<file path="src/logic/tcem_pkg.sv">
/*
  Constants for the ternary code error monitor.
  Assumes a 125 MHz system clock; times are given in nanoseconds.
*/
package tcem_pkg;
  localparam int          STAGES        = 5;
  localparam logic [4:0]  BAL_RESET     = 5'h00;
  localparam int          CLK_PERIOD_NS = 8;
  localparam int          STRETCH_NS    = 700;
  localparam int          STRETCH_CYC   = (STRETCH_NS + CLK_PERIOD_NS - 1) / CLK_PERIOD_NS;
  localparam int          ABSENT_SYMS   = 64;
endpackage

</file>
<file path="src/logic/tcem_monitor.sv">
/*
  Ternary code error monitor: balance register over a three-level line
  code, fast and stretched error outputs, pulse-absence indications.
  Assumes the line receiver delivers comparator levels from another
  domain (synchronised here) and a symbol strobe sampled the same way.
*/
// Operation
// - Classify symbol positive, negative or zero
// - Positive pulse trailing edge shifts toward five
// - Shift toward five inserts one at one
// - Negative pulse shifts toward stage one
// - Shift toward one inserts zero at five
// - Stage five one plus positive flags error
// - Stage one zero plus negative flags error
// - Legal values are six thermometer codes
// - Tolerate illegal start values until recovery
// - Fast error plus stretched error near 0.7us
// - Report missing positive and negative pulses
`timescale 1ns/1ns
module tcem_monitor
#(
  parameter int STRETCH = tcem_pkg::STRETCH_CYC,
  parameter int ABSENT  = tcem_pkg::ABSENT_SYMS
)
(
  input  wire logic       sys_clk_i,
  input  wire logic       rst_i,
  input  wire logic       ce_i,
  input  wire logic       above_upper_i,
  input  wire logic       below_lower_i,
  input  wire logic       sym_strobe_i,
  output logic            fast_err_o,
  output logic            stretch_err_o,
  output logic            pos_absent_o,
  output logic            neg_absent_o,
  output logic [4:0]      balance_o
);
  import tcem_pkg::*;

  // Two-stage synchronisers for the line-side levels
  logic [2:0] sync1_r;
  logic [2:0] sync2_r;
  always_ff @(posedge sys_clk_i)
  begin
    if (rst_i)
    begin
      sync1_r <= 3'h0;
      sync2_r <= 3'h0;
    end
    else if (ce_i)
    begin
      sync1_r <= {sym_strobe_i, below_lower_i, above_upper_i};
      sync2_r <= sync1_r;
    end
  end

  // Symbol class; upper wins if a glitch shows both
  logic pos_lvl;
  logic neg_lvl;
  assign pos_lvl = sync2_r[0];
  assign neg_lvl = sync2_r[1] & ~sync2_r[0];

  // Edge detection on the detections and the strobe
  logic pos_d_r;
  logic neg_d_r;
  logic stb_d_r;
  always_ff @(posedge sys_clk_i)
  begin
    if (rst_i)
    begin
      pos_d_r <= 1'b0;
      neg_d_r <= 1'b0;
      stb_d_r <= 1'b0;
    end
    else if (ce_i)
    begin
      pos_d_r <= pos_lvl;
      neg_d_r <= neg_lvl;
      stb_d_r <= sync2_r[2];
    end
  end

  logic pos_fall;
  logic neg_rise;
  logic stb_rise;
  assign pos_fall = pos_d_r & ~pos_lvl;
  assign neg_rise = neg_lvl & ~neg_d_r;
  assign stb_rise = sync2_r[2] & ~stb_d_r;

  // Balance register; no check of legality, so odd power-up patterns
  // simply shift out as pulses arrive
  logic [4:0] bal_r;
  logic [4:0] bal_nxt;
  always_comb
  begin
    bal_nxt = bal_r;
    if (pos_fall)
      bal_nxt = {bal_r[3:0], 1'b1};
    else if (neg_rise)
      bal_nxt = {1'b0, bal_r[4:1]};
  end

  always_ff @(posedge sys_clk_i)
  begin
    if (rst_i)
      bal_r <= BAL_RESET;
    else if (ce_i)
      bal_r <= bal_nxt;
  end

  // Violation at detection onset, judged on the register before shift
  logic pos_rise;
  logic err_now;
  assign pos_rise = pos_lvl & ~pos_d_r;
  assign err_now  = (pos_rise & bal_r[4]) |
                    (neg_rise & ~bal_r[0]);

  // Fast error: one cycle per violating symbol
  always_ff @(posedge sys_clk_i)
  begin
    if (rst_i)
      fast_err_o <= 1'b0;
    else if (ce_i)
      fast_err_o <= err_now;
  end

  // Stretched error: retriggerable, so bursts merge into one long pulse
  logic [15:0] str_cnt_r;
  always_ff @(posedge sys_clk_i)
  begin
    if (rst_i)
    begin
      str_cnt_r     <= 16'h0000;
      stretch_err_o <= 1'b0;
    end
    else if (ce_i)
    begin
      if (err_now)
      begin
        str_cnt_r     <= 16'(STRETCH);
        stretch_err_o <= 1'b1;
      end
      else if (str_cnt_r > 16'h0001)
        str_cnt_r <= str_cnt_r - 16'h0001;
      else
      begin
        str_cnt_r     <= 16'h0000;
        stretch_err_o <= 1'b0;
      end
    end
  end

  // Absence counters in symbol periods, each restarted by a pulse of its own polarity
  logic [15:0] pos_cnt_r;
  logic [15:0] neg_cnt_r;
  always_ff @(posedge sys_clk_i)
  begin
    if (rst_i)
    begin
      pos_cnt_r    <= 16'h0000;
      neg_cnt_r    <= 16'h0000;
      pos_absent_o <= 1'b0;
      neg_absent_o <= 1'b0;
    end
    else if (ce_i)
    begin
      if (pos_rise)
      begin
        pos_cnt_r    <= 16'h0000;
        pos_absent_o <= 1'b0;
      end
      else if (stb_rise && pos_cnt_r < 16'(ABSENT))
        pos_cnt_r <= pos_cnt_r + 16'h0001;
      else if (pos_cnt_r >= 16'(ABSENT))
        pos_absent_o <= 1'b1;
      if (neg_rise)
      begin
        neg_cnt_r    <= 16'h0000;
        neg_absent_o <= 1'b0;
      end
      else if (stb_rise && neg_cnt_r < 16'(ABSENT))
        neg_cnt_r <= neg_cnt_r + 16'h0001;
      else if (neg_cnt_r >= 16'(ABSENT))
        neg_absent_o <= 1'b1;
    end
  end

  // Register mirror for observation
  always_ff @(posedge sys_clk_i)
  begin
    if (rst_i)
      balance_o <= BAL_RESET;
    else if (ce_i)
      balance_o <= bal_nxt;
  end

  a_pos_shift: assert property (@(posedge sys_clk_i) disable iff (rst_i)
    ce_i && pos_fall |=> bal_r == {$past(bal_r[3:0]), 1'b1})
    else $error("positive shift wrong");
  a_neg_shift: assert property (@(posedge sys_clk_i) disable iff (rst_i)
    ce_i && neg_rise && !pos_fall |=> bal_r == {1'b0, $past(bal_r[4:1])})
    else $error("negative shift wrong");
  a_hold_bal: assert property (@(posedge sys_clk_i) disable iff (rst_i)
    ce_i && !pos_fall && !neg_rise |=> $stable(bal_r))
    else $error("balance moved without pulse");
  a_err_high: assert property (@(posedge sys_clk_i) disable iff (rst_i)
    ce_i && pos_rise && bal_r[4] |=> fast_err_o && stretch_err_o)
    else $error("upper overflow not flagged");
  a_err_low: assert property (@(posedge sys_clk_i) disable iff (rst_i)
    ce_i && neg_rise && !bal_r[0] |=> fast_err_o)
    else $error("lower overflow not flagged");
  a_no_false: assert property (@(posedge sys_clk_i) disable iff (rst_i)
    ce_i && !err_now |=> !fast_err_o)
    else $error("spurious fast error");
  a_stretch_len: assert property (@(posedge sys_clk_i) disable iff (rst_i)
    $rose(fast_err_o) && ce_i |-> stretch_err_o && str_cnt_r == 16'(STRETCH))
    else $error("stretch not loaded");
  a_legal_stay: assert property (@(posedge sys_clk_i) disable iff (rst_i)
    (bal_r & (bal_r + 5'h01)) == 5'h00 |=> (bal_r & (bal_r + 5'h01)) == 5'h00)
    else $error("left thermometer codes");
  a_pos_clear: assert property (@(posedge sys_clk_i) disable iff (rst_i)
    ce_i && pos_rise |=> !pos_absent_o && pos_cnt_r == 16'h0000)
    else $error("positive absence not cleared");
endmodule

</file>
<file path="config.mk">
export PLATFORM = sky130hd
export DESIGN_NAME = tcem_monitor
export DESIGN_NICKNAME = d
export VERILOG_FILES = /design/src/logic/tcem_pkg.sv /design/src/logic/tcem_monitor.sv
export SDC_FILE = /design/constraint.sdc
export NUM_CORES = 1
export LEC_CHECK = 0
export ABC_AREA = 1
export BUFFER_PORTS_ARGS = -buffer_cell sky130_fd_sc_hd__buf_2
export CAP_MARGIN = 20
export CORE_ASPECT_RATIO = 0.6
export CORE_MARGIN = 2
export CORE_UTILIZATION = 60
export CTS_BUF_LIST = sky130_fd_sc_hd__clkbuf_8
export CTS_CLUSTER_DIAMETER = 40
export CTS_CLUSTER_SIZE = 25
export DETAILED_ROUTE_END_ITERATION = 10
export GPL_TIMING_DRIVEN = 0
export PLACE_DENSITY = 0.84
export REMOVE_ABC_BUFFERS = 1
export SYNTH_ARGS = -nofsm -noshare
export SYNTH_HDL_FRONTEND = slang
export SYNTH_SLANG_ARGS = --single-unit
</file>
<file path="constraint.sdc">
create_clock -name sys_clk_i -period 4.3 [get_ports sys_clk_i]
set_clock_uncertainty 0.05 [all_clocks]
set_input_delay 0.86 -clock sys_clk_i [delete_from_list [all_inputs] [get_ports sys_clk_i]]
set_output_delay 0.86 -clock sys_clk_i [all_outputs]
set_load 0.005 [all_outputs]
</file>
==> results.py, run 1 <==
metrics = {
    "finish": {
        "ff_latch_area_um2": 1321,
        "layout_commonest_cell": "nand2_1",
        "drive_above_1_share_pct": 9.589,
        "design_area_um2": 3303,
        "diodes": 0,
        "syn_to_final_growth_pct": 9.680,
        "nFillCells": 376,
        "stdcell_count": 501,
        "mostFrequentLayoutCells": "nand2_1, nor2_1, dfxtp_1",
        "multi_input_area_um2": 1460,
        "final_nets": 446,
    },
    "grt": {
        "grt_pass1_wl_um": 11290,
        "grt_util_all_layers_pct": 26.70,
        "antenna_found_initial": 0,
        "grt_max_degree": 38,
        "grt_pass1_vias": 2469,
        "overflow": 0,
    },
    "clock_network": {
        "cts_tree": "built",
        "cts_buffer_depth": 2,
        "hold_buffers": 0,
        "insertion_delay_ns": 0.35,
        "path_clk_slew_ns": 0.07,
        "clock-sinks": 66,
        "clock_tree.root_cell": "clkbuf_8",
        "postCtsSetupBuffers": 0,
        "htree_num_levels": 3,
        "cts_buffers": 9,
        "cts_resized": 0,
    },
    "worst_setup_path": {
        "cp_max_fo": 32,
        "cp-start-kind": "primary input",
        "r2r_start": "str_cnt_r[0]",
        "critPathKind": "primary input to flip-flop",
        "rr_worst_depth": 7,
        "max_stage_delay_ns": 0.45,
        "critPathRequiredTime_ns": 4.53,
        "crit_chain": "buf_2 > inv_2 > nor2_2 > nand3_1 > or2_0 > a21oi_1",
        "crit_slowest_cell": "buf_2",
        "rrSetupSlack_ns": 2.52,
        "worst_setup_path_end_kind": "flip-flop",
        "rr_endpoint": "str_cnt_r[11]",
        "critPathArrivalTime_ns": 2.46,
    },
    "flow_run": {
        "cap_violations": 0,
    },
    "sta": {
        "worst_pin_slew_ns": 0.7097,
        "max_clock_freq_mhz": 449.0,
        "grt_setup_unrepaired": "no",
        "period_needed_ns": 2.227,
        "setup_viol": 0,
        "tns_ns": 0,
        "slew_viol_final": 0,
        "finalCritPeriodShare_pct": 51.80,
        "worst_slew_margin_rel_pct": 52.69,
        "hold_violations": 0,
    },
    "route": {
        "first_pass_iters": 5,
        "wire_per_inst_um": 13.14,
        "wl_um": 6584,
        "routed_via_density": 5.529,
        "via_count": 2770,
        "ant_nets": 0,
        "drcViolationCount": 0,
        "drt_iter0_drc": 173,
    },
    "place": {
        "portBuffers": 14,
        "place.detailed.hpwl_um": 4425,
        "place_congestion": 0.8920,
        "place_inst": 486,
        "place_area_um2": 3099,
    },
    "yosys": {
        "synth.distinct_cells": 25,
        "ys_seq_area_share_pct": 43.87,
        "synth.top_cell.area_share_pct": 43.87,
        "synth_area_um2": 3012,
        "synth_cells": 420,
        "ys_top_cells_by_area": "dfxtp_1, nand2_1, nor2_1, a21oi_1, inv_1",
        "ys_warn_count": 0,
        "avgSynthCellArea_um2": 7.171,
        "yosys.area.top_type": "dfxtp_1",
        "synth_seq_cells": 66,
    },
    "die": {
        "initial_utilization_pct": 63.98,
        "die_height_um": 58.88,
        "core_um2": 4707,
        "ios": 15,
        "rows": 19,
        "dieArea_um2": 5621,
        "die_width_um": 95.47,
    },
    "min_path": {
        "holdCritPathClass": "flip-flop to flip-flop",
        "hold_path_end": "pos_cnt_r[7]",
        "hp-start": "pos_cnt_r[7]",
        "whs_path_depth": 2,
    },
    "power_and_ir_drop": {
        "peakVddDrop_mv": 0.4946,
        "p_leak_nw": 1.425,
        "p_per_area_nw_per_um2": 600.5,
        "p_total_mw": 1.983,
    },
    "status": {
        "run_status": "complete, no violations",
    },
}
-- power by group --
group / leakage, nW / switching (mW) / internal [mW]
clock: 0.110 / 0.226 / 0.309
combinational: 0.779 / 0.474 / 0.216
sequential: 0.536 / 0.0728 / 0.686
-- worst max-delay path by stage --
stage	to	slack, ns	cells after the start	from
after global placement	pos_cnt_r[1]	1.83	7	ce_i
after floorplan	pos_cnt_r[5]	2.61	6	ce_i
final	str_cnt_r[11]	2.07	6	ce_i
after CTS	str_cnt_r[11]	2.10	6	ce_i
after detailed placement	pos_cnt_r[1]	1.76	7	ce_i
after global routing	pos_cnt_r[1]	1.92	7	ce_i
-- sequential cells by signal, indices dropped and copies added (netlist names) --
name           count
neg_cnt_r         16
pos_cnt_r         16
neg_d_r            1
neg_absent_o       1
sync2_r            3
pos_d_r            1
str_cnt_r         16
sync1_r            3
balance_o          5
pos_absent_o       1
fast_err_o         1
stretch_err_o      1
stb_d_r            1
-- stage by stage --
stage	hold slack [ns]	setup WS, ns	util (%)
after floorplan	0.3713	2.615	-
after global placement	0.3809	1.827	65.84
after detailed placement	0.3874	1.757	65.84
after CTS	0.3964	2.097	70.18
after global routing	0.4236	1.921	70.18
final	0.3970	2.073	70.18
-- cell usage after synthesis (all sizes together) --
master	instances
nand3	29
nand2	89
or2	1
nor2	75
dfxtp	66
buf	6
o21bai	2
o21ai	18
nand4	10
ha	6
clkbuf	5
nor3b	13
a31oi	3
o22ai	1
xor2	8
nor3	10
inv	45
a21oi	33
-- logic make-up (layout without fill, tap and decap cells) --
kind of cell | count (synthesis) | in the layout | share of synthesized area (%)
and+or+nand+nor | 227 | 227 | 33.86
AOI/OAI and AO/OA | 57 | 57 | 9.805
adders and majority gates | 6 | 6 | 2.493
DFF | 66 | 66 | 43.87
xor gates and xnor gates | 8 | 8 | 2.327
buffers and inverters | 56 | 74 | 7.644
-- per-layer routing --
metal  GRT usage, %  part of all wire [%]
met2          38.73                    42
met3          10.12                   7.7
met1          37.56                    49
met4          7.143                   1.2
met5              0                     0
-- critical path, delay by kind of cell --
kind	cells	cell delay, ns
simple gates	3	0.72
buf+inv	2	0.71
compound gates	1	0.15
-- layout make-up --
| cell class | count | area share [%] |
|---|---|---|
| Multi-Input combinational cell | 298 | 44.20 |
| Timing Repair Buffer | 14 | 2.121 |
| Inverter | 45 | 5.114 |
| Clock inverter | 3 | 1.174 |
| Tap cell | 63 | 2.386 |
| Clock buffer | 12 | 5.000 |
| Sequential cell | 66 | 40.00 |
Note: power is estimated with default switching activity, not from simulation.
==> run 2, diff against run 1 <==
ABC_AREA = 0   (was 1)
CORE_UTILIZATION = 57   (was 60)
clock period = 1.9 ns   (was 4.3 ns; I/O delays follow)
==> run 2 against run 1 <==
Net effect: the flow now finishes with violations (negative setup slack); hold slack lost 0.17 ns; clock-buffer cell count shrank 2; utilization is essentially flat; critical path type is now flip-flop to flip-flop.
==> results.py, run 2 <==
metrics = {
    "status": {
        "run_status": "finished, violations left",
        "failed_checks": "negative setup slack",
    },
    "worst_setup_path": {
        "critPathRequiredTime_ns": 2.07,
        "critPathKind": "flip-flop to flip-flop",
        "max_stage_delay_ns": 0.56,
        "crit_chain": "or4_4 > or2_4 > o311ai_4 > buf_6 > a21oi_2",
        "crit_slowest_cell": "or4_4",
        "worst_setup_path_end_kind": "flip-flop",
        "startpoint": "str_cnt_r[10]",
        "cp_max_fo": 7,
        "cp_top_family": "simple AND/OR/NAND/NOR gates",
        "rr_worst_depth": 5,
        "cp_num_cells": 5,
        "cp-start-kind": "flip-flop",
        "r2r_start": "str_cnt_r[10]",
        "critPathArrivalTime_ns": 2.08,
        "cp.buffers_inverters": 1,
    },
    "yosys": {
        "synth-edff-count": 0,
        "synth.top_cell.area_share_pct": 46.56,
        "async_reset_ff_share_pct": 0,
        "synth_common_cells": "dfxtp_1, nor2_1, a21oi_1",
        "synth_area_um2": 2838,
        "avgSynthCellArea_um2": 9.243,
        "synth_flop_cell": "dfxtp_1",
        "synth.distinct_cells": 55,
        "ys_warn_count": 0,
        "synth_seq_cells": 66,
        "ys_seq_area_share_pct": 46.56,
        "ys_top_cells_by_area": "dfxtp_1, nor2_1, mux2i_1, a21oi_1, ha_1",
        "synth.most_common_cell": "dfxtp_1",
        "yosys.area.top_type": "dfxtp_1",
        "synth_cells": 307,
    },
    "route": {
        "ant_nets": 0,
        "wire_per_inst_um": 14.68,
        "wl_um": 5782,
        "drt_iter0_drc": 137,
        "routed_via_density": 5.909,
        "via_count": 2328,
        "drcViolationCount": 0,
        "first_pass_iters": 5,
    },
    "clock_network": {
        "htree_num_levels": 3,
        "path_clk_slew_ns": 0.07,
        "cts_buffer_depth": 2,
        "clock-sinks": 66,
        "cts_buffers": 9,
        "insertion_delay_ns": 0.35,
        "cts_tree": "built",
        "hold_buffers": 0,
        "clock_tree.root_cell": "clkbuf_8",
    },
    "power_and_ir_drop": {
        "peakVddDrop_mv": 0.9619,
        "p_total_mw": 4.476,
        "p_per_area_nw_per_um2": 1362,
        "p_leak_nw": 1.254,
    },
    "die": {
        "rows": 19,
        "die_width_um": 95.09,
        "initial_utilization_pct": 60.59,
        "dieArea_um2": 5578,
        "core_um2": 4683,
        "ios": 15,
        "die_height_um": 58.66,
    },
    "finish": {
        "mostFrequentLayoutCells": "dfxtp_1, nor2_1, a21oi_1",
        "stdcell_count": 394,
        "diodes": 0,
        "layout_commonest_cell": "dfxtp_1",
        "fin_util_pct": 70.18,
        "syn_to_final_growth_pct": 15.83,
        "reg.largest.list": "neg_cnt_r x16, pos_cnt_r x16, str_cnt_r x16",
        "final_nets": 338,
        "drive_above_1_share_pct": 17.82,
    },
    "sta": {
        "worst_pin_slew_ns": 0.7118,
        "fin_hold_ws_ns": 0.2279,
        "worst_slew_margin_rel_pct": 52.55,
        "grt_setup_unrepaired": "yes",
        "hold_violations": 0,
        "max_clock_freq_mhz": 523.3,
        "slew_viol_final": 0,
        "finalCritPeriodShare_pct": 100.6,
        "worst_slack_ns": -0.01107,
        "tns_ns": -0.02666,
        "setup_viol": 4,
        "period_needed_ns": 1.911,
    },
    "grt": {
        "grt_pass1_wl_um": 9584,
        "grt_util_all_layers_pct": 22.71,
        "grt_pass1_vias": 2172,
        "grt_max_degree": 33,
        "overflow": 0,
        "antenna_found_initial": 0,
    },
    "min_path": {
        "hp-start": "below_lower_i",
        "whs_path_depth": 3,
        "holdCritPathClass": "primary input to flip-flop",
    },
    "place": {
        "portBuffers": 14,
        "place.detailed.hpwl_um": 3761,
        "place_inst": 369,
        "place_congestion": 0.8355,
    },
    "flow_run": {
        "cap_violations": 0,
    },
}
[run 2: cell types whose count changed after synthesis, sizes merged, moves of 12 or more]
cell	previous run	this run
inv	45	12
nor2	75	31
nor4	0	13
a21oi	33	17
nand3	29	12
nor3b	13	1
o21ai	18	6
nand2	89	14
[run 2: worst reg2reg max path, stage by stage (launching register included)]
cell and delay (ns):
dfxtp_2 0.32, or4_4 0.56, or2_4 0.32, o311ai_4 0.30
buf_6 0.19, a21oi_2 0.04
[run 2: layout make-up]
cell class              count  area (um2)
clock inverters             6       81.33
well taps                  63       78.83
clock buffers              10       137.6
flip-flops and latches     66        1324
multi-input cells         213        1469
repair buffers             23       147.6
fillers                   360        1396
inverters                  13       48.80
[run 2: worst paths after layout]
path	end	slack (ns)
worst max-delay path	str_cnt_r[15]	-0.01
worst min register to register	stretch_err_o	0.41
worst max register to register	str_cnt_r[15]	-0.01
worst min-delay path	sync1_r[1]	0.23
[run 2: metrics by stage]
step | setup slack, ns | instance area (um2)
2_1_floorplan | -0.008630 | 2776
3_3_place_gp | -0.5880 | 2925
3_5_place_dp | -0.6071 | 2925
4_1_cts | -0.0002096 | 3212
5_1_grt | -0.07947 | 3287
6_report | -0.01107 | 3287
[run 2: timing repair]
action | 4_1_cts | 5_1_grt
resized for setup | 9 | 11
setup buffers | 5 | 4
pin swaps | 5 | 7
endpoints found under the setup margin | 39 | 17
[run 2: logic make-up (layout without fill, tap and decap cells)]
kind of cell	Yosys count	count (layout)	synth area share, %
XOR/XNOR	9	9	2.778
AND/OR/NAND/NOR	131	131	26.32
multiplexers	11	11	3.880
AO/OA/AOI/OAI	56	56	13.93
flip-flops	66	66	46.56
buffers and inverters	28	52	3.880
adder cells (fa/ha/maj)	6	6	2.645
[run 2: layer usage]
layer	track usage [%]	vias to the layer above	wire length [um]
met5	0	-	0
met4	7.453	0	85
met3	9.347	9	333
met2	33.90	66	2512
met1	30.14	1088	2851
li1	-	1165	-
[run 2: report_power, final]
| part | internal, mW | total, mW | switching [mW] |
|---|---|---|---|
| Sequential | 1.56 | 1.76 | 0.201 |
| Clock | 0.764 | 1.28 | 0.512 |
| Combinational | 0.663 | 1.44 | 0.773 |
